### src/idfpu_cfg.svh
// Constants for the instruction decode and float error block.
// Assumes inclusion by every design file that names a code or count.
`ifndef IDFPU_CFG_SVH
`define IDFPU_CFG_SVH

// Function codes, upper nibble
`define IDFPU_FN_J      4'h0
`define IDFPU_FN_PFIX   4'h2
`define IDFPU_FN_NFIX   4'h6
`define IDFPU_FN_CJ     4'ha
`define IDFPU_FN_OPR    4'hf

// Operation codes selected by operate
`define IDFPU_OP_SAVEH  12'h03e
`define IDFPU_OP_SAVEL  12'h03d
`define IDFPU_OP_HFRONT 12'h018
`define IDFPU_OP_HBACK  12'h050
`define IDFPU_OP_LFRONT 12'h01c
`define IDFPU_OP_LBACK  12'h017
`define IDFPU_OP_MEMB   12'h07e
`define IDFPU_OP_PROD   12'h008
`define IDFPU_OP_FMUL   12'h072
`define IDFPU_OP_IN     12'h007
`define IDFPU_OP_OUT    12'h00b
`define IDFPU_OP_OUTW   12'h00f
`define IDFPU_OP_OUTB   12'h00e
`define IDFPU_OP_ALTWT  12'h044
`define IDFPU_OP_TALTWT 12'h051
`define IDFPU_OP_TIN    12'h02b

// Cycle counts
`define IDFPU_CYC_ONE     8'h01
`define IDFPU_CYC_J       8'h03
`define IDFPU_CYC_CJ_NT   8'h02
`define IDFPU_CYC_CJ_T    8'h04
`define IDFPU_CYC_SAVE    8'h04
`define IDFPU_CYC_PROD_P  8'h04
`define IDFPU_CYC_PROD_N  8'h05
`define IDFPU_CYC_FMUL    8'h23
`define IDFPU_CYC_FMUL_R  8'h28

`endif

### src/idfpu_pkg.sv
// Types shared by the decode block and its helpers.
// Assumes nothing beyond a SystemVerilog compiler.
package idfpu_pkg;
   // Float unit instruction classes
   typedef enum logic [2:0] {
      IDFPU_FP_ARITH = 3'h0,
      IDFPU_FP_SET   = 3'h1,
      IDFPU_FP_CLEAR = 3'h2,
      IDFPU_FP_TEST  = 3'h3,
      IDFPU_FP_CHECK = 3'h4,
      IDFPU_FP_OTHER = 3'h5
   } idfpu_fp_kind_t;
   // Execution timer states
   typedef enum logic [0:0] {
      IDFPU_IDLE = 1'b0,
      IDFPU_BUSY = 1'b1
   } idfpu_tmr_st_t;
endpackage

### src/idfpu_cycle_timer.sv
// Execution timer: holds the decoder busy for a loaded cycle count.
// Assumes load only while idle and a count of at least one.
`timescale 1ns/10ps
`include "idfpu_cfg.svh"
module idfpu_cycle_timer #(
   parameter int CYC_W = 8
) (
   input  wire logic             ref_clk,
   input  wire logic             rst,
   input  wire logic             load,
   input  wire logic [CYC_W-1:0] cycles,
   output logic                  idle,
   output logic                  done
);
   idfpu_pkg::idfpu_tmr_st_t st_q, st_d;
   logic [CYC_W-1:0] left_q, left_d;   // Cycles still to run
   logic             done_q, done_d;   // Retire pulse

   // Next state; the load cycle is the first execution cycle
   always_comb begin
      st_d   = st_q;
      left_d = left_q;
      done_d = 1'b0;
      unique case (st_q)
         idfpu_pkg::IDFPU_IDLE: begin
            if (load && cycles == CYC_W'(`IDFPU_CYC_ONE)) begin
               done_d = 1'b1;
            end else if (load) begin
               st_d   = idfpu_pkg::IDFPU_BUSY;
               left_d = cycles - CYC_W'(`IDFPU_CYC_ONE);
            end
         end
         idfpu_pkg::IDFPU_BUSY: begin
            left_d = left_q - CYC_W'(`IDFPU_CYC_ONE);
            if (left_q == CYC_W'(`IDFPU_CYC_ONE)) begin
               st_d   = idfpu_pkg::IDFPU_IDLE;
               done_d = 1'b1;
            end
         end
      endcase
   end

   // State registers
   always_ff @(posedge ref_clk or posedge rst) begin
      if (rst) begin
         st_q   <= idfpu_pkg::IDFPU_IDLE;
         left_q <= '0;
         done_q <= 1'b0;
      end else begin
         st_q   <= st_d;
         left_q <= left_d;
         done_q <= done_d;
      end
   end

   assign idle = (st_q == idfpu_pkg::IDFPU_IDLE);
   assign done = done_q;
endmodule

### src/idfpu_float_unit_error_flag.sv
// Float unit error flag and its link to the main error flag.
// Assumes one classified float instruction per valid pulse.
`timescale 1ns/10ps
module idfpu_float_unit_error_flag (
   input  wire logic                          ref_clk,
   input  wire logic                          rst,
   input  wire logic                          fp_valid,
   input  wire idfpu_pkg::idfpu_fp_kind_t     fp_kind,
   input  wire logic                          fp_invalid,
   input  wire logic                          fp_div_zero,
   input  wire logic                          fp_overflow,
   input  wire logic                          fp_in_inf,
   input  wire logic                          fp_in_nan,
   input  wire logic                          int_err_set,
   input  wire logic                          int_err_clr,
   output logic                               float_unit_error_flag,
   output logic                               error_flag,
   output logic                               fp_test_result
);
   logic fe_q, fe_d;     // Float error flag
   logic me_q, me_d;     // Main error flag
   logic tst_q, tst_d;   // Last test answer
   wire  is_arith = fp_valid && fp_kind == idfpu_pkg::IDFPU_FP_ARITH;
   wire  is_set   = fp_valid && fp_kind == idfpu_pkg::IDFPU_FP_SET;
   wire  is_clr   = fp_valid && fp_kind == idfpu_pkg::IDFPU_FP_CLEAR;
   wire  is_test  = fp_valid && fp_kind == idfpu_pkg::IDFPU_FP_TEST;
   wire  is_chk   = fp_valid && fp_kind == idfpu_pkg::IDFPU_FP_CHECK;
   wire  exc      = fp_invalid || fp_div_zero || fp_overflow;
   wire  bad_in   = fp_in_inf || fp_in_nan;

   // Flag updates; a new fault beats a clear in the same cycle
   always_comb begin
      fe_d  = fe_q;
      me_d  = me_q;
      tst_d = tst_q;
      if (is_clr || is_test) begin
         fe_d = 1'b0;
      end
      if (is_set || (is_arith && (exc || bad_in))) begin
         fe_d = 1'b1;
      end
      if (is_test) begin
         tst_d = fe_q;
      end
      if (int_err_clr) begin
         me_d = 1'b0;
      end
      if (int_err_set || (is_chk && fe_q)) begin
         me_d = 1'b1;
      end
   end

   // Flag registers
   always_ff @(posedge ref_clk or posedge rst) begin
      if (rst) begin
         fe_q  <= 1'b0;
         me_q  <= 1'b0;
         tst_q <= 1'b0;
      end else begin
         fe_q  <= fe_d;
         me_q  <= me_d;
         tst_q <= tst_d;
      end
   end

   assign float_unit_error_flag = fe_q;
   assign error_flag            = me_q;
   assign fp_test_result        = tst_q;
endmodule

### src/idfpu_decode.sv
// Instruction byte decoder with cycle timing and float error control.
// Assumes bytes from internal memory, one per accepted handshake,
// and a stack top value that is stable while a byte is offered.
`timescale 1ns/10ps
`include "idfpu_cfg.svh"
module idfpu_decode #(
   parameter int WORD_W = 16,   // Processor word width
   parameter int CYC_W  = 8     // Cycle counter width
) (
   input  wire logic                      ref_clk,
   input  wire logic                      rst,
   input  wire logic [7:0]                instr_byte,
   input  wire logic                      instr_valid,
   output logic                           instr_ready,
   input  wire logic [WORD_W-1:0]         stack_top,
   input  wire logic                      frac_round,
   input  wire logic                      analyse_pin,
   input  wire logic                      fp_valid,
   input  wire idfpu_pkg::idfpu_fp_kind_t fp_kind,
   input  wire logic                      fp_invalid,
   input  wire logic                      fp_div_zero,
   input  wire logic                      fp_overflow,
   input  wire logic                      fp_in_inf,
   input  wire logic                      fp_in_nan,
   input  wire logic                      int_err_set,
   input  wire logic                      int_err_clr,
   output logic [3:0]                     func_code,
   output logic [WORD_W-1:0]              operand,
   output logic [CYC_W-1:0]               exec_cycles,
   output logic                           exec_done,
   output logic                           conditional_branch,
   output logic                           save_high_queue,
   output logic                           save_low_queue,
   output logic                           load_high_front,
   output logic                           load_high_back,
   output logic                           load_low_front,
   output logic                           load_low_back,
   output logic                           push_user_memory_base,
   output logic                           illegal_op,
   output logic                           desched_point,
   output logic                           analyse_halted,
   output logic                           float_unit_error_flag,
   output logic                           error_flag,
   output logic                           fp_test_result
);
   // Highest set bit of a word, zero for a zero word
   function automatic logic [CYC_W-1:0] top_bit(input logic [WORD_W-1:0] v);
      logic [CYC_W-1:0] r;
      r = '0;
      for (int i = 0; i < WORD_W; i++) begin
         if (v[i]) begin
            r = CYC_W'(i);
         end
      end
      return r;
   endfunction

   // Handshake and byte split
   logic             timer_idle;      // No instruction in flight
   logic             timer_done;      // Retire pulse from timer
   // Same as the port handshake, so a halt refuses bytes
   wire              take = instr_valid && instr_ready;
   // Upper nibble function, lower nibble data
   wire [3:0]        fn   = instr_byte[7:4];
   wire [3:0]        dat  = instr_byte[3:0];

   // Operand accumulation across prefix bytes
   // Operate codes above twelve bits match nothing
   logic [WORD_W-1:0] acc_q, acc_d;   // Held prefix value
   wire  [WORD_W-1:0] oper = acc_q | WORD_W'(dat);
   wire  [11:0]       opc  = oper[11:0];
   wire               hi_z = (oper >> 12) == '0;

   // Function decode
   wire is_pfix = fn == `IDFPU_FN_PFIX;
   wire is_nfix = fn == `IDFPU_FN_NFIX;
   wire is_j    = fn == `IDFPU_FN_J;
   wire is_cj   = fn == `IDFPU_FN_CJ;
   wire is_opr  = fn == `IDFPU_FN_OPR;
   wire op_hit  = is_opr && hi_z;

   // Operation decode
   wire op_saveh  = op_hit && opc == `IDFPU_OP_SAVEH;
   wire op_savel  = op_hit && opc == `IDFPU_OP_SAVEL;
   wire op_hfront = op_hit && opc == `IDFPU_OP_HFRONT;
   wire op_hback  = op_hit && opc == `IDFPU_OP_HBACK;
   wire op_lfront = op_hit && opc == `IDFPU_OP_LFRONT;
   wire op_lback  = op_hit && opc == `IDFPU_OP_LBACK;
   wire op_memb   = op_hit && opc == `IDFPU_OP_MEMB;
   wire op_prod   = op_hit && opc == `IDFPU_OP_PROD;
   wire op_fmul   = op_hit && opc == `IDFPU_OP_FMUL;

   // Channel and timer waits that may give up the processor
   // Loop and process ends are not decoded
   wire op_wait = op_hit && (opc == `IDFPU_OP_IN || opc == `IDFPU_OP_OUT
                  || opc == `IDFPU_OP_OUTW || opc == `IDFPU_OP_OUTB
                  || opc == `IDFPU_OP_ALTWT || opc == `IDFPU_OP_TALTWT
                  || opc == `IDFPU_OP_TIN);
   // Points where a process may stop
   wire dpoint  = is_j || op_wait;

   // Branch condition: jump when the stack top is zero
   wire br_take = stack_top == '0;

   // Product timing; the sign picks the longer path
   // Zero counts as positive: four cycles
   wire              a_neg  = stack_top[WORD_W-1];
   wire [WORD_W-1:0] a_abs  = a_neg ? (~stack_top + WORD_W'(1)) : stack_top;
   wire [CYC_W-1:0]  cyc_pp = top_bit(stack_top) + CYC_W'(`IDFPU_CYC_PROD_P);
   wire [CYC_W-1:0]  cyc_pn = top_bit(a_abs) + CYC_W'(`IDFPU_CYC_PROD_N);

   // Narrow words lack the fractional multiply
   wire wide    = WORD_W >= 32;
   wire bad_op  = op_fmul && !wide;

   // Cycle count of the byte being taken
   logic [CYC_W-1:0] cyc;
   always_comb begin
      // Unlisted operations take one cycle
      cyc = CYC_W'(`IDFPU_CYC_ONE);
      if (is_pfix || is_nfix) begin
         cyc = CYC_W'(`IDFPU_CYC_ONE);
      end else if (is_j) begin
         cyc = CYC_W'(`IDFPU_CYC_J);
      end else if (is_cj) begin
         cyc = br_take ? CYC_W'(`IDFPU_CYC_CJ_T) : CYC_W'(`IDFPU_CYC_CJ_NT);
      end else if (op_saveh || op_savel) begin
         cyc = CYC_W'(`IDFPU_CYC_SAVE);
      end else if (op_hfront || op_hback || op_lfront || op_lback || op_memb) begin
         cyc = CYC_W'(`IDFPU_CYC_ONE);
      end else if (op_prod) begin
         cyc = a_neg ? cyc_pn : cyc_pp;
      end else if (op_fmul && wide) begin
         cyc = frac_round ? CYC_W'(`IDFPU_CYC_FMUL_R) : CYC_W'(`IDFPU_CYC_FMUL);
      end
   end

   // Prefix chain: shift, or invert then shift for negative prefix
   always_comb begin
      acc_d = acc_q;
      if (take) begin
         if (is_pfix) begin
            acc_d = oper << 4;
         end else if (is_nfix) begin
            acc_d = (~oper) << 4;
         end else begin
            acc_d = '0;
         end
      end
   end

   // Analyse pin crosses in from outside the clock
   // Reset low matches the idle pin level
   logic an_s1_q, an_s2_q, an_s3_q;   // Three stage synchroniser
   logic an_q;                        // Accepted level
   always_ff @(posedge ref_clk or posedge rst) begin
      if (rst) begin
         an_s1_q <= 1'b0;
         an_s2_q <= 1'b0;
         an_s3_q <= 1'b0;
      end else begin
         an_s1_q <= analyse_pin;
         an_s2_q <= an_s1_q;
         an_s3_q <= an_s2_q;
      end
   end

   // Level changes only once the last two stages agree
   always_ff @(posedge ref_clk or posedge rst) begin
      if (rst) begin
         an_q <= 1'b0;
      end else if (an_s2_q == an_s3_q) begin
         an_q <= an_s3_q;
      end
   end

   // Halt latch; it stays until the pin is released
   logic halt_q, halt_d;
   always_comb begin
      halt_d = halt_q;
      if (!an_q) begin
         halt_d = 1'b0;
      end
      // Halt lands only on a point
      if (an_q && take && dpoint) begin
         halt_d = 1'b1;
      end
   end

   // Registered decode outputs; strobes pulse for one cycle, fields hold until the next take
   logic [3:0]        fn_q;
   logic [WORD_W-1:0] op_q;
   logic [CYC_W-1:0]  cyc_q;
   logic [9:0]        act_q;   // Action strobes
   // Branch strobe fires taken or not
   wire  [9:0]        act_d = take ? {dpoint, bad_op,
                                      op_memb, op_lback, op_lfront, op_hback,
                                      op_hfront, op_savel, op_saveh,
                                      is_cj} : 10'h000;

   // Operand and strobe registers
   always_ff @(posedge ref_clk or posedge rst) begin
      if (rst) begin
         acc_q  <= '0;
         fn_q   <= 4'h0;
         op_q   <= '0;
         cyc_q  <= '0;
         act_q  <= 10'h000;
         halt_q <= 1'b0;
      end else begin
         acc_q  <= acc_d;
         act_q  <= act_d;
         halt_q <= halt_d;
         if (take) begin
            fn_q  <= fn;
            op_q  <= oper;
            cyc_q <= cyc;
         end
      end
   end

   // Execution timer; a halt stops further bytes
   // Only an idle timer is ever loaded
   idfpu_cycle_timer #(
      .CYC_W (CYC_W)
   ) u_timer (
      .ref_clk (ref_clk),
      .rst     (rst),
      .load    (take),
      .cycles  (cyc),
      .idle    (timer_idle),
      .done    (timer_done)
   );

   // Float error flag and main error flag
   // Runs beside the byte stream
   idfpu_float_unit_error_flag u_fperr (
      .ref_clk               (ref_clk),
      .rst                   (rst),
      .fp_valid              (fp_valid),
      .fp_kind               (fp_kind),
      .fp_invalid            (fp_invalid),
      .fp_div_zero           (fp_div_zero),
      .fp_overflow           (fp_overflow),
      .fp_in_inf             (fp_in_inf),
      .fp_in_nan             (fp_in_nan),
      .int_err_set           (int_err_set),
      .int_err_clr           (int_err_clr),
      .float_unit_error_flag (float_unit_error_flag),
      .error_flag            (error_flag),
      .fp_test_result        (fp_test_result)
   );

   // Hold off new bytes while busy or halted
   assign instr_ready           = timer_idle && !halt_q;
   assign func_code             = fn_q;
   assign operand               = op_q;
   assign exec_cycles           = cyc_q;
   assign exec_done             = timer_done;
   // Strobes stand one cycle after the take
   assign conditional_branch    = act_q[0];
   assign save_high_queue       = act_q[1];
   assign save_low_queue        = act_q[2];
   assign load_high_front       = act_q[3];
   assign load_high_back        = act_q[4];
   assign load_low_front        = act_q[5];
   assign load_low_back         = act_q[6];
   assign push_user_memory_base = act_q[7];
   assign illegal_op            = act_q[8];
   assign desched_point         = act_q[9];
   assign analyse_halted        = halt_q;
endmodule

### config.mk
export PLATFORM = sky130hd
export DESIGN_NAME = idfpu_decode
export DESIGN_NICKNAME = d
export VERILOG_FILES = /design/src/idfpu_pkg.sv /design/src/idfpu_cycle_timer.sv /design/src/idfpu_float_unit_error_flag.sv /design/src/idfpu_decode.sv
export VERILOG_INCLUDE_DIRS = /design/src
export SDC_FILE = /design/constraint.sdc
export NUM_CORES = 1
export LEC_CHECK = 0
export BUFFER_PORTS_ARGS = -buffer_cell sky130_fd_sc_hd__buf_2
export CAP_MARGIN = 25
export CORE_AREA = 2 2 97 99
export CTS_CLUSTER_DIAMETER = 30
export DETAILED_ROUTE_END_ITERATION = 7
export DIE_AREA = 0 0 99 101
export PLACE_DENSITY = 0.72
export SKIP_CTS_REPAIR_TIMING = 1
export SYNTH_ARGS = -nofsm -noshare
export SYNTH_HDL_FRONTEND = slang
export SYNTH_HIERARCHICAL = 1
export SYNTH_SLANG_ARGS = --single-unit
### constraint.sdc
create_clock -name ref_clk -period 3 [get_ports ref_clk]
set_input_delay 0.3 -clock ref_clk [delete_from_list [all_inputs] [get_ports ref_clk]]
set_output_delay 0.3 -clock ref_clk [all_outputs]
set_load 0.005 [all_outputs]
==> results of run 1 <==
[power groups by stage]
| stage | Clock (mW) | Sequential, mW | Combinational [mW] |
|---|---|---|---|
| after floorplan | 0 | 1.30 | 0.704 |
| after global placement | 0 | 1.31 | 1.15 |
| after detailed placement | 0 | 1.32 | 1.18 |
| after CTS | 0.760 | 1.31 | 1.19 |
| after global routing | 0.801 | 1.35 | 1.38 |
| final | 0.745 | 1.31 | 1.25 |
[worst reg2reg max path, stage by stage (launching register included)]
cell and delay (ns):
dfrtp_1 0.40, nor4_1 0.29, nand4_1 0.20, nand4b_1 0.34
buf_4 0.23, or2_2 0.30, o21ai_2 0.17, or4_4 0.17
o41ai_4 0.08, buf_4 0.18, or3_4 0.37, o211ai_1 0.09
[Yosys cell counts (4+ instances only)]
| master | number |
|---|---|
| ha_1 | 7 |
| nand3_1 | 12 |
| nor2_1 | 52 |
| o21ai_0 | 16 |
| buf_2 | 6 |
| or3_1 | 4 |
| nor4_1 | 11 |
| dfrtp_1 | 65 |
| inv_1 | 21 |
| nor3b_1 | 10 |
| a221o_1 | 13 |
| nor3_1 | 14 |
| nand2_1 | 82 |
| xor2_1 | 5 |
| nor2b_1 | 7 |
| clkbuf_1 | 30 |
| o22ai_1 | 5 |
| or2_2 | 7 |
| a211oi_1 | 9 |
| nand4_1 | 9 |
| mux2i_1 | 8 |
| xnor2_1 | 7 |
| a31oi_1 | 6 |
| buf_6 | 5 |
| or4_1 | 4 |
| o211ai_1 | 5 |
| a21oi_1 | 19 |
[kinds of logic after synthesis]
logic type	count (synthesis)
buffers and inverters	68
and+or+nand+nor	240
muxes	11
adders and majority gates	8
xor gates and xnor gates	12
other	1
DFF	65
AOI/OAI and AO/OA	118
[flip-flops by register name (all words and copies together) (netlist names)]
name / cells
analyse_halted: 1
an_s3_q: 1
an_q: 1
an_s1_q: 1
operand: 16
acc_q: 12
u_fperr/error_flag: 1
exec_cycles: 5
an_s2_q: 1
func_code: 4
u_timer/st_q: 1
act_q: 10
u_fperr/fp_test_result: 1
u_timer/left_q: 8
u_fperr/float_unit_error_flag: 1
u_timer/done: 1
[per-stage QoR]
stage / worst slack [ns] / hold WS [ns] / util (%) / setup TNS, ns / std cells
2_1_floorplan: -0.867 / 0.0536 / - / -7.52 / 541
3_3_place_gp: -0.913 / 0.201 / 62.6 / -8.13 / 791
3_5_place_dp: -1.02 / 0.212 / 62.9 / -8.82 / 793
4_1_cts: -0.716 / -0.167 / 65.1 / -5.30 / 809
5_1_grt: -0.828 / 0.0644 / 68.4 / -6.37 / 824
6_report: -0.634 / 0.0746 / 68.4 / -4.68 / 824
[worst max path at each step]
stage	to	slack (ns)	cells after the start
after global placement	u_timer/left_q[3]$_DFFE_PP0P_	-0.91	18
after CTS	u_timer/left_q[1]$_DFFE_PP0P_	-0.72	16
after detailed placement	u_timer/left_q[3]$_DFFE_PP0P_	-1.02	17
after global routing	u_timer/left_q[3]$_DFFE_PP0P_	-0.83	22
final	u_timer/left_q[3]$_DFFE_PP0P_	-0.63	22
after floorplan	u_timer/left_q[1]$_DFFE_PP0P_	-0.87	20
[cell type report]
| class | instances | area [sq um] |
|---|---|---|
| clock buffer | 9 | 124 |
| clock inverter | 7 | 71.3 |
| tap | 111 | 139 |
| inverter | 24 | 92.6 |
| sequential | 65 | 1630 |
| fill | 724 | 2840 |
| timing repair buffer | 199 | 1340 |
| multi-input combinational | 409 | 2740 |
[routing by layer]
layer  part of all wire, %  wire length [microns]  vias up  global-route usage [%]
met5                     0                      0        -                       0
met4                   2.7                    348        0                    9.17
met3                   6.1                    796       30                    4.02
met2                    49                   6470      203                    44.3
met1                    42                   5480     2285                    32.9
li1                      -                      -     2257                       -
==> summary.md, run 1 <==
| Metric | Value |
|---|---|
| Via density | 5.79 |
| Final Hold Vio Count | 0 |
| Sequential power share | 39.7% |
| Clk_lat worst skew | 0.35 ns |
| First-pass GRT wire length | 20900 microns |
| Drt drc | 0 |
| Gpl congestion | 0.918 |
| Post-synthesis mux area share | 2.76% |
| Sequential cell area fraction in the yosys report | 37.0% |
| EDFF count, synth | 0 |
| Layout cell share with drive strength beyond 1 | 39.1% |
| Crit-path slowest cell | o41ai_4 |
| Cells along the critical path | buf_8 > inv_4 > ha_4 > or3b_4 > buf_6 > a211oi_2 > o22ai_1 > a222oi_1 > buf_4 > o21ai_4 > o22ai_2 > ha_4 > nor2_2 > a211o_1 > o31ai_2 > inv_1 > ha_2 > inv_2 > o41ai_4 > buf_4 > mux2i_1 > o21ai_1 |
| Largest family of logic cells by synthesized area | simple AND/OR/NAND/NOR gates |
| Netlist cell types | 80 |
| CP Capture Type | register |
| Clock Path Buffers | 2 |
| Die H | 101 microns |
| Synth Area in Simple Gates | 28.2% |
| Number of buffers created by CTS | 9 |
| Synth warn | 6 |
| Port buffer count | 79 |
| Hold Crit Class | in2reg |
| Period utilisation layout | 121% |
| LEAKAGE | 2.99 nW |
| Vias | 4775 |
| Largest net degree at the start of global routing | 32 |
| Synth Area in Adders | 2.22% |
| Sw Share | 36.4% |
| Reg2reg path depth | 11 |
| TritonCTS clock tree | yes |
| Total Die Area | 10000 sq um |
| Final WS setup | -0.634 ns |
| Final ANT Viol Nets | 0 |
| # IOs | 84 |
| Violated checks | setup timing |
| CP delay by family, top | compound AO/OA/AOI/OAI gates |
| Worst Hold End | an_s1_q$_DFF_PP0_ |
| Worst Path Arrival | 3.87 ns |
| Vias in the first global route | 4481 |
| H-tree levels | 3 |
| Die Width | 99 microns |
| Max-cap viol count | 0 |
| Main synth FF type | dfrtp_1 |
| Cell area after synthesis | 4400 sq um |
| FF-to-FF Start | acc_q[13]$_DFFE_PP0P_ |
| Clk network pwr share | 22.5% |
| Synth Area in Compound Gates | 20.3% |
| Post-Synth XOR/XNOR Area | 2.39% |
| Initial core utilization | 49.0% |
| Worst path bufs/invs | 7 |
| Crit path max fanout | 5 |
| Crit. Startpoint | stack_top[1] |
| Core Area | 8980 sq um |
| Max_slew headroom | 65.0% |
| # clock sinks | 65 |
| Outcome | finished with violations |
| Cell count after synthesis | 523 |
| Layout overhead on the synthesized area | 39.5% |
| Fin. max-slew vios | 0 |
| Ant. Diodes | 0 |
| Hold path cells | 1 |
| Comb power frac | 37.8% |
| Switching Power | 1.20 mW |
| Startpoint Class | input pin |
| FF+latch count, synth | 65 |
| Top cell type's share of synthesized area | 37.0% |
| Int Power | 2.10 mW |
| Commonest non-fill, non-tap cells in the layout | buf_4 (112), nand2_1 (82), buf_2 (78), dfrtp_1 (65), nor2_1 (51) |
| 1st-pass router iterations | 5 |
| Dpl hpwl | 9610 microns |
| Clock Skew | 0.00969 ns |
| Initial DRC Count | 247 |
| Maximum vdd drop | 0.321 mV |
| Final Routed Wirelength | 13100 microns |
| Std-Cell Rows | 35 |
| Total Routing Usage GR | 25.7% |
| Critical Path Max Stage Delay | 0.43 ns |
| Synth async-reset ratio | 100% |
| Fin area | 6140 sq um |
| DP Area | 5650 sq um |
| Commonest non-fill, non-tap cell in the layout | buf_4 |
| # setup viols final | 10 |
| Worst path required time | 3.24 ns |
| Syn Area/Cell | 8.41 sq um |
| RSZ-0062 raised after global routing | yes |
| R2r setup slk | 0.09 ns |
| Worst-Margin Slew | 0.524 ns |
| Initial antenna violation count | 0 |
| Worst-path clk slew | 0.08 ns |
| Hold path startpoint | analyse_pin |
| Drt wl/cell | 15.9 microns |
| GRT overflow | 0 |
| Area contributors post-synth | dfrtp_1 (37%), nand2_1 (7.0%), nor2_1 (4.4%) |
| Critical path class | in2reg |
| Synth area leader | dfrtp_1 |
| Cell Pwr Density | 538 nW/um^2 |
| Maximum clock frequency | 0.275 GHz |
| Crit path time final | 3.63 ns |
| R2R Path End | u_timer/left_q[0]$_DFFE_PP0P_ |
| Net count, final | 755 |
| Pwr Total | 3.31 mW |
| Root Buffer | clkbuf_8 |
(Power assumes the default switching activity.)
==> inputs of run 2 (changes only) <==
Settings changed: CORE_AREA 2 2 97 99 to 2 2 96 98, CTS_CLUSTER_SIZE set to 25, DIE_AREA 0 0 99 101 to 0 0 98 100, PLACE_DENSITY 0.72 to 0.73, SLEW_MARGIN set to 20, SYNTH_HIERARCHICAL 1 to not set.
==> run 2 against run 1 <==
The run still ends with setup timing left. Clock power is 37% higher. Die area is 2.0% lower. First-iteration DRC count is 8.5% higher. Final cell count is 5.5% lower. Register-to-register slack hardly changed. Utilization is 1.7 points lower. Sequential share of layout area is 0.96 points higher. Synthesized area is 1.8% lower. Power is 30% lower. Global-route usage hardly changed. Combinational power is 68% lower. Count of clock-buffer cells in the layout is 1 higher. Critical path type unchanged. Largest cell class unchanged.
==> summary.md, run 2 <==
| Metric | Value |
|---|---|
| Total Routing Usage GR | 25.7% (about the same) |
| Max reg flops | 16 (unchanged) |
| Hold Crit Class | in2async |
| Initial core utilization | 48.6% (-0.42 points) |
| # setup viols final | 10 (unchanged) |
| Worst path required time | 3.26 ns (+0.02 ns) |
| Maximum clock frequency | 0.298 GHz (+8.4%) |
| Final ANT Viol Nets | 0 (unchanged) |
| Fin cells | 779 (-5.5%) |
| RSZ-0062 raised after global routing | yes |
| Vias | 4462 (-6.6%) |
| CP delay by family, top | compound AO/OA/AOI/OAI gates |
| Top-count cell post-synth | nand2_1 |
| Synth top cells by count | nand2_1 (117), dfrtp_1 (65), nor2_1 (35) |
| Worst-path clk slew | 0.07 ns (about the same) |
| Final hold slack | 0.0351 ns (-0.0395 ns) |
| # IOs | 84 (unchanged) |
| Synth async-reset ratio | 100% (unchanged) |
| CP most frequent cell | nand2_2 |
| Clock Skew | 0.00575 ns (-0.00395 ns) |
| Crit-path slowest cell | or4_4 |
| Final WS setup | -0.352 ns (+0.282 ns) |
| Clk_lat worst skew | 0.35 ns (about the same) |
| Worst path bufs/invs | 2 (-5) |
| Cells along the critical path | buf_6 > or4_4 > o31a_1 > nor3_2 > o32ai_2 > a31o_1 > and2_4 > nand2_2 > nand2_2 > ha_4 > nand2_2 > o21ai_2 > a211oi_2 > ha_2 > nand2b_4 > o31ai_4 > buf_6 > nor2_4 > a221oi_2 |
| Pre-CTS setup slack | -0.805 ns (+0.213 ns) |
| Vias in the first global route | 4291 (-4.2%) |
| Final Routed Wirelength | 12800 microns (-2.3%) |
| Crit path max fanout | 7 (+2) |
| Total Die Area | 9800 sq um (-2.0%) |
| Final Hold Vio Count | 0 (unchanged) |
| Number of buffers created by CTS | 9 (unchanged) |
| Critical Path Max Stage Delay | 0.54 ns (+0.11 ns) |
| Violated checks | setup timing |
| Synth area leader | dfrtp_1 |
| Fill cells | 713 (-1.5%) |
| Maximum vdd drop | 0.287 mV (-11%) |
| Main synth FF type | dfrtp_1 |
| Commonest non-fill, non-tap cells in the layout | nand2_1 (114), buf_4 (86), buf_2 (77), dfrtp_1 (65), nor2_1 (34) |
| Setup TNS | -3.10 ns (+1.58 ns) |
| Area contributors post-synth | dfrtp_1 (38%), nand2_1 (10%), xnor2_1 (4.1%) |
| Commonest non-fill, non-tap cell in the layout | nand2_1 |
| Layout overhead on the synthesized area | 37.1% |
| GRT overflow | 0 (unchanged) |
| # clock sinks | 65 (unchanged) |
| Crit path time final | 3.35 ns (-0.282 ns) |
| First-pass GRT wire length | 20300 microns (-2.6%) |
| Via density | 5.73 (-1.2%) |
| Critical path class | in2reg |
| Synth warn | 0 (-6) |
| H-tree levels | 3 (unchanged) |
| Sequential cell area fraction in the yosys report | 37.6% (+0.69 points) |
| 1st-pass router iterations | 5 (unchanged) |
| Initial antenna violation count | 1 (+1) |
| EDFF count, synth | 0 (unchanged) |
| Net count, final | 710 (-6.0%) |
| Dpl hpwl | 9150 microns (-4.8%) |
| Max-cap viol count | 0 (unchanged) |
| Die Width | 98 microns (-1.0%) |
| Layout cell share with drive strength beyond 1 | 37.3% (-1.9 points) |
| Std-Cell Rows | 35 (unchanged) |
| Cell Pwr Density | 391 nW/um^2 (-27%) |
| Startpoint Class | input pin |
| Cell count after synthesis | 517 (-1.1%) |
| Root Buffer | clkbuf_8 |
| Worst Path Arrival | 3.61 ns (-0.26 ns) |
| Top cell type's share of synthesized area | 37.6% (+0.69 points) |
| Clock Path Buffers | 2 (unchanged) |
| Worst-Margin Slew | 0.646 ns (+0.123 ns) |
| Outcome | finished with violations |
| Period utilisation layout | 112% (-9.4 points) |
| FF+latch count, synth | 65 (unchanged) |
| Core Area | 8890 sq um (-0.98%) |
| Drt drc | 0 (unchanged) |
| Netlist cell types | 78 (-2.5%) |
| Drt wl/cell | 16.4 microns (+3.3%) |
| Placed Instances | 755 (-4.8%) |
| Gpl congestion | 0.913 (-0.63%) |
| Cell area after synthesis | 4320 sq um (-1.8%) |
| TritonCTS clock tree | yes |
| Die H | 100 microns (-0.99%) |
| Port buffer count | 79 (unchanged) |
| Initial DRC Count | 268 (+8.5%) |
| Fin. max-slew vios | 0 (unchanged) |
| LEAKAGE | 2.82 nW (-5.7%) |
| CP Capture Type | register |
| Ant. Diodes | 0 (unchanged) |
| Largest net degree at the start of global routing | 33 (+3.1%) |
| Max_slew headroom | 56.8% (-8.2 points) |
| Syn Area/Cell | 8.36 sq um (-0.68%) |
-- run 2: changes by cell type in the layout (fill, tap and decap cells not counted), moves of 13 or more --
cell     previous run  this run
a221o_1            13         0
xnor2_1             6        20
nand2_1            82       114
nor2_1             51        34
o21ai_0            12        26
buf_4             112        86
conb_1             19         3
-- run 2: worst paths after layout --
kind	from	to	slack (ns)	cells past startpoint
worst max-delay path	stack_top[2]	u_timer.left_q[2]$_DFFE_PP0P_	-0.35	19
worst min-delay path	rst	operand[1]$_DFFE_PP0P_	0.04	2
worst max register to register	acc_q[8]$_DFFE_PP0P_	u_timer.left_q[4]$_DFFE_PP0P_	0.08	13
worst min register to register	an_s1_q$_DFF_PP0_	an_s2_q$_DFF_PP0_	0.35	0
max in group asynchronous	rst	u_timer.st_q$_DFF_PP0_	2.26	3
min in group ref_clk	analyse_pin	an_s1_q$_DFF_PP0_	0.07	1
-- run 2: area by class of cell --
| class | instances | area [sq um] | share of cell area, % |
|---|---|---|---|
| sequential | 65 | 1630 | 27.5 |
| clock inverter | 6 | 138 | 2.32 |
| multi-input combinational | 395 | 2650 | 44.8 |
| tap | 111 | 139 | 2.34 |
| clock buffer | 10 | 138 | 2.32 |
| timing repair buffer | 174 | 1160 | 19.6 |
| inverter | 18 | 67.6 | 1.14 |
-- run 2: stage by stage --
stage / power (mW) / util [%] / instance area (sq um)
finish: 2.31 / 66.6 / 5920
global placement: 1.26 / 60.3 / 5360
CTS: 2.28 / 63.4 / 5640
detailed placement: 1.27 / 60.3 / 5360
floorplan: 1.11 / - / 4390
global route: 2.40 / 66.6 / 5920
-- run 2: per-layer routing --
layer | GRT usage (%) | wire length (microns) | share of wire (%) | vias to the layer above
li1 | - | - | - | 2114
met1 | 33.4 | 5400 | 42 | 2156
met3 | 5.78 | 765 | 6.0 | 30
met2 | 42.3 | 6330 | 49 | 160
met4 | 9.72 | 286 | 2.2 | 2
met5 | 0 | 11 | 0.086 | -
-- run 2: kinds of logic (layout without fill, tap and decap cells) --
| kind of cell | count (synthesis) | after routing | share of synthesized area, % |
|---|---|---|---|
| buffers and inverters | 59 | 208 | 6.14 |
| XOR/XNOR | 24 | 24 | 4.87 |
| AND/OR/NAND/NOR | 253 | 253 | 29.7 |
| adder cells (fa/ha/maj) | 8 | 8 | 2.26 |
| AO/OA/AOI/OAI | 102 | 102 | 18.1 |
| flip-flops | 65 | 65 | 37.6 |
| other | 1 | 3 | 0.0868 |
| multiplexers | 5 | 5 | 1.22 |
-- run 2: where the power goes --
part,total [mW],switching (mW),internal (mW)
clock,1.02,0.356,0.663
sequential,0.891,0.00508,0.886
combinational,0.405,0.211,0.194
total,2.31,0.572,1.74
-- run 2: worst register-to-register path: stages, from the launching register on --
cell and delay (ns):
dfrtp_1 0.42, nor4_1 0.37, buf_4 0.20, and3_1 0.19
nand3_1 0.12, o21ai_0 0.40, a41o_1 0.14, o31ai_1 0.10
buf_4 0.18, inv_1 0.11, ha_4 0.18, nand2b_4 0.07
nor3b_4 0.23, nand4b_1 0.15
==> inputs of run 3 (changes only) <==
Settings changed: CAP_MARGIN 25 to 15, TNS_END_PERCENT set to 10.
==> run 3 against run 2 <==
The run still ends with setup timing left. First-iteration DRC count fell by 3.0%. Count of clock-buffer cells in the layout fell by 1. Via count fell by 3.6%. Utilization fell by 3.0 points. Routed wire length fell by 7.2%. Worst setup slack got worse by 0.089 ns. Sequential power barely moved. Power fell by 18%. Clock power fell by 39%. Fmax fell by 2.6%. Clock skew rose by 0.0054 ns. Largest power group is now registers.
==> summary.md, run 3 (synthesis gave the netlist of run 2 again) <==
| Metric | Value |
|---|---|
| Period utilisation layout | 115% (+3.0 points) |
| Vias | 4303 (-3.6%) |
| CP most frequent cell | nand2_1 |
| CP delay by family, top | compound AO/OA/AOI/OAI gates |
| Total Routing Usage GR | 24.7% (-1.0 points) |
| Total Die Area | 9800 sq um (unchanged) |
| # setup viols final | 10 (unchanged) |
| CP Capture Type | register |
| Maximum vdd drop | 0.237 mV (-17%) |
| Outcome | finished with violations |
| First-pass GRT wire length | 19900 microns (-2.3%) |
| LEAKAGE | 2.72 nW (-3.6%) |
| Port buffer count | 79 (unchanged) |
| Vias in the first global route | 4138 (-3.6%) |
| Critical Path Max Stage Delay | 0.60 ns (+0.06 ns) |
| Crit-path slowest cell | or4_4 |
| DP Area | 5340 sq um (-0.51%) |
| Commonest non-fill, non-tap cells in the layout | nand2_1 (116), buf_4 (86), buf_2 (77), dfrtp_1 (65), nor2_1 (34) |
| Clock Skew | 0.0111 ns (+0.00539 ns) |
| GRT overflow | 0 (unchanged) |
| RSZ-0062 raised after global routing | yes |
| Commonest non-fill, non-tap cell in the layout | nand2_1 |
| Largest net degree at the start of global routing | 48 (+45%) |
| H-tree levels | 3 (unchanged) |
| Max-cap viol count | 0 (unchanged) |
| Hold Crit Class | in2async |
| Violated checks | setup timing |
| Fin. max-slew vios | 0 (unchanged) |
| Max_slew headroom | 47.5% (-9.4 points) |
| Max reg flops | 16 (unchanged) |
| Cells along the critical path | buf_8 > or4_4 > nor4_4 > o21a_2 > o2111ai_4 > a31o_1 > and2_4 > nand2_2 > nand2_1 > ha_1 > nand2_1 > o21ai_2 > a211oi_2 > ha_2 > nand2b_4 > o31ai_4 > buf_6 > nor2_4 > a221oi_2 |
| Gpl congestion | 0.886 (-2.9%) |
| Worst-path clk slew | 0.08 ns (about the same) |
| Layout cell share with drive strength beyond 1 | 35.0% (-2.3 points) |
| Final WS setup | -0.441 ns (-0.0885 ns) |
| Initial core utilization | 48.6% (unchanged) |
| Dpl hpwl | 8980 microns (-1.9%) |
| Core Area | 8890 sq um (unchanged) |
| 1st-pass router iterations | 5 (unchanged) |
| Net count, final | 703 (-0.99%) |
| Critical path class | in2reg |
| Crit path max fanout | 7 (unchanged) |
| Die H | 100 microns (unchanged) |
| Clk_lat worst skew | 0.35 ns (about the same) |
| Startpoint Class | input pin |
| Worst path bufs/invs | 2 (unchanged) |
| Worst path required time | 3.25 ns (about the same) |
| Drt wl/cell | 15.4 microns (-6.2%) |
| Initial antenna violation count | 0 (-1) |
| Final ANT Viol Nets | 0 (unchanged) |
| Root Buffer | clkbuf_8 |
| Die Width | 98 microns (unchanged) |
| TritonCTS clock tree | yes |
| Std-Cell Rows | 35 (unchanged) |
| Worst Path Arrival | 3.69 ns (+0.08 ns) |
| Fin area | 5660 sq um (-4.5%) |
| Final Hold Vio Count | 0 (unchanged) |
| # clock sinks | 65 (unchanged) |
| Cell Pwr Density | 334 nW/um^2 (-14%) |
| Final Routed Wirelength | 11900 microns (-7.2%) |
| Worst-Margin Slew | 0.787 ns (+0.140 ns) |
| Clock Path Buffers | 2 (unchanged) |
| Pre-CTS setup slack | -0.857 ns (-0.0514 ns) |
| # IOs | 84 (unchanged) |
| Number of buffers created by CTS | 9 (unchanged) |
| Drt drc | 0 (unchanged) |
| Layout overhead on the synthesized area | 30.9% |
| Final Util | 63.6% (-3.0 points) |
| Crit path time final | 3.44 ns (+0.0885 ns) |
| Maximum clock frequency | 0.291 GHz (-2.6%) |
| Initial DRC Count | 260 (-3.0%) |
| Ant. Diodes | 0 (unchanged) |
| Via density | 5.58 (-2.6%) |
[run 3: changes by cell type in the layout (fill, tap and decap cells not counted), sizes merged]
| cell | previous run | this run |
|---|---|---|
| buf | 174 | 167 |
| clkinv | 2 | 7 |
| bufinv | 4 | 0 |
| inv | 18 | 16 |
| clkbuf | 10 | 9 |
| clkinvlp | 0 | 1 |
[run 3: layout make-up]
type                    instances  area (sq um)
clock buffers                   9           124
fillers                       792          3230
clock inverters                 6          36.3
multi-input cells             395          2580
inverters                      18          68.8
flip-flops and latches         65          1630
well taps                     111           139
repair buffers                167          1080
[run 3: per-stage QoR]
stage                     cells  setup TNS [ns]  hold slack [ns]  power (mW)
after floorplan             519           -5.11            0.331        1.11
after global placement      753           -7.73            0.335        1.26
after detailed placement    753           -8.33            0.335        1.26
after CTS                   768           -4.18           0.0662        1.88
after global routing        771           -5.22           0.0713        1.97
final                       771           -3.59           0.0667        1.89
[run 3: layer usage]
metal	wire length (microns)	global-route usage, %	up-vias
met3	538	4.60	17
met2	5870	40.3	113
met4	145	7.37	0
met5	0	0	-
li1	-	-	2099
met1	5310	33.7	2074
[run 3: path summary, 6_finish.rpt]
path / startpoint / end / slack, ns / cells past startpoint
hold / removal: rst / acc_q[14]$_DFFE_PP0P_ / 0.07 / 2
setup / recovery: stack_top[3] / u_timer.left_q[2]$_DFFE_PP0P_ / -0.44 / 19
max in group asynchronous: rst / operand[12]$_DFFE_PP0P_ / 2.20 / 3
setup reg to reg: acc_q[8]$_DFFE_PP0P_ / u_timer.left_q[2]$_DFFE_PP0P_ / 0.14 / 13
min in group ref_clk: analyse_pin / an_s1_q$_DFF_PP0_ / 0.07 / 1
hold reg to reg: an_s1_q$_DFF_PP0_ / an_s2_q$_DFF_PP0_ / 0.34 / 0
[run 3: where the power goes]
part / internal (mW) / switching (mW) / leakage, nW
Sequential: 0.886 / 0.00546 / 0.865
Clock: 0.290 / 0.333 / 0.0846
Combinational: 0.179 / 0.198 / 1.77
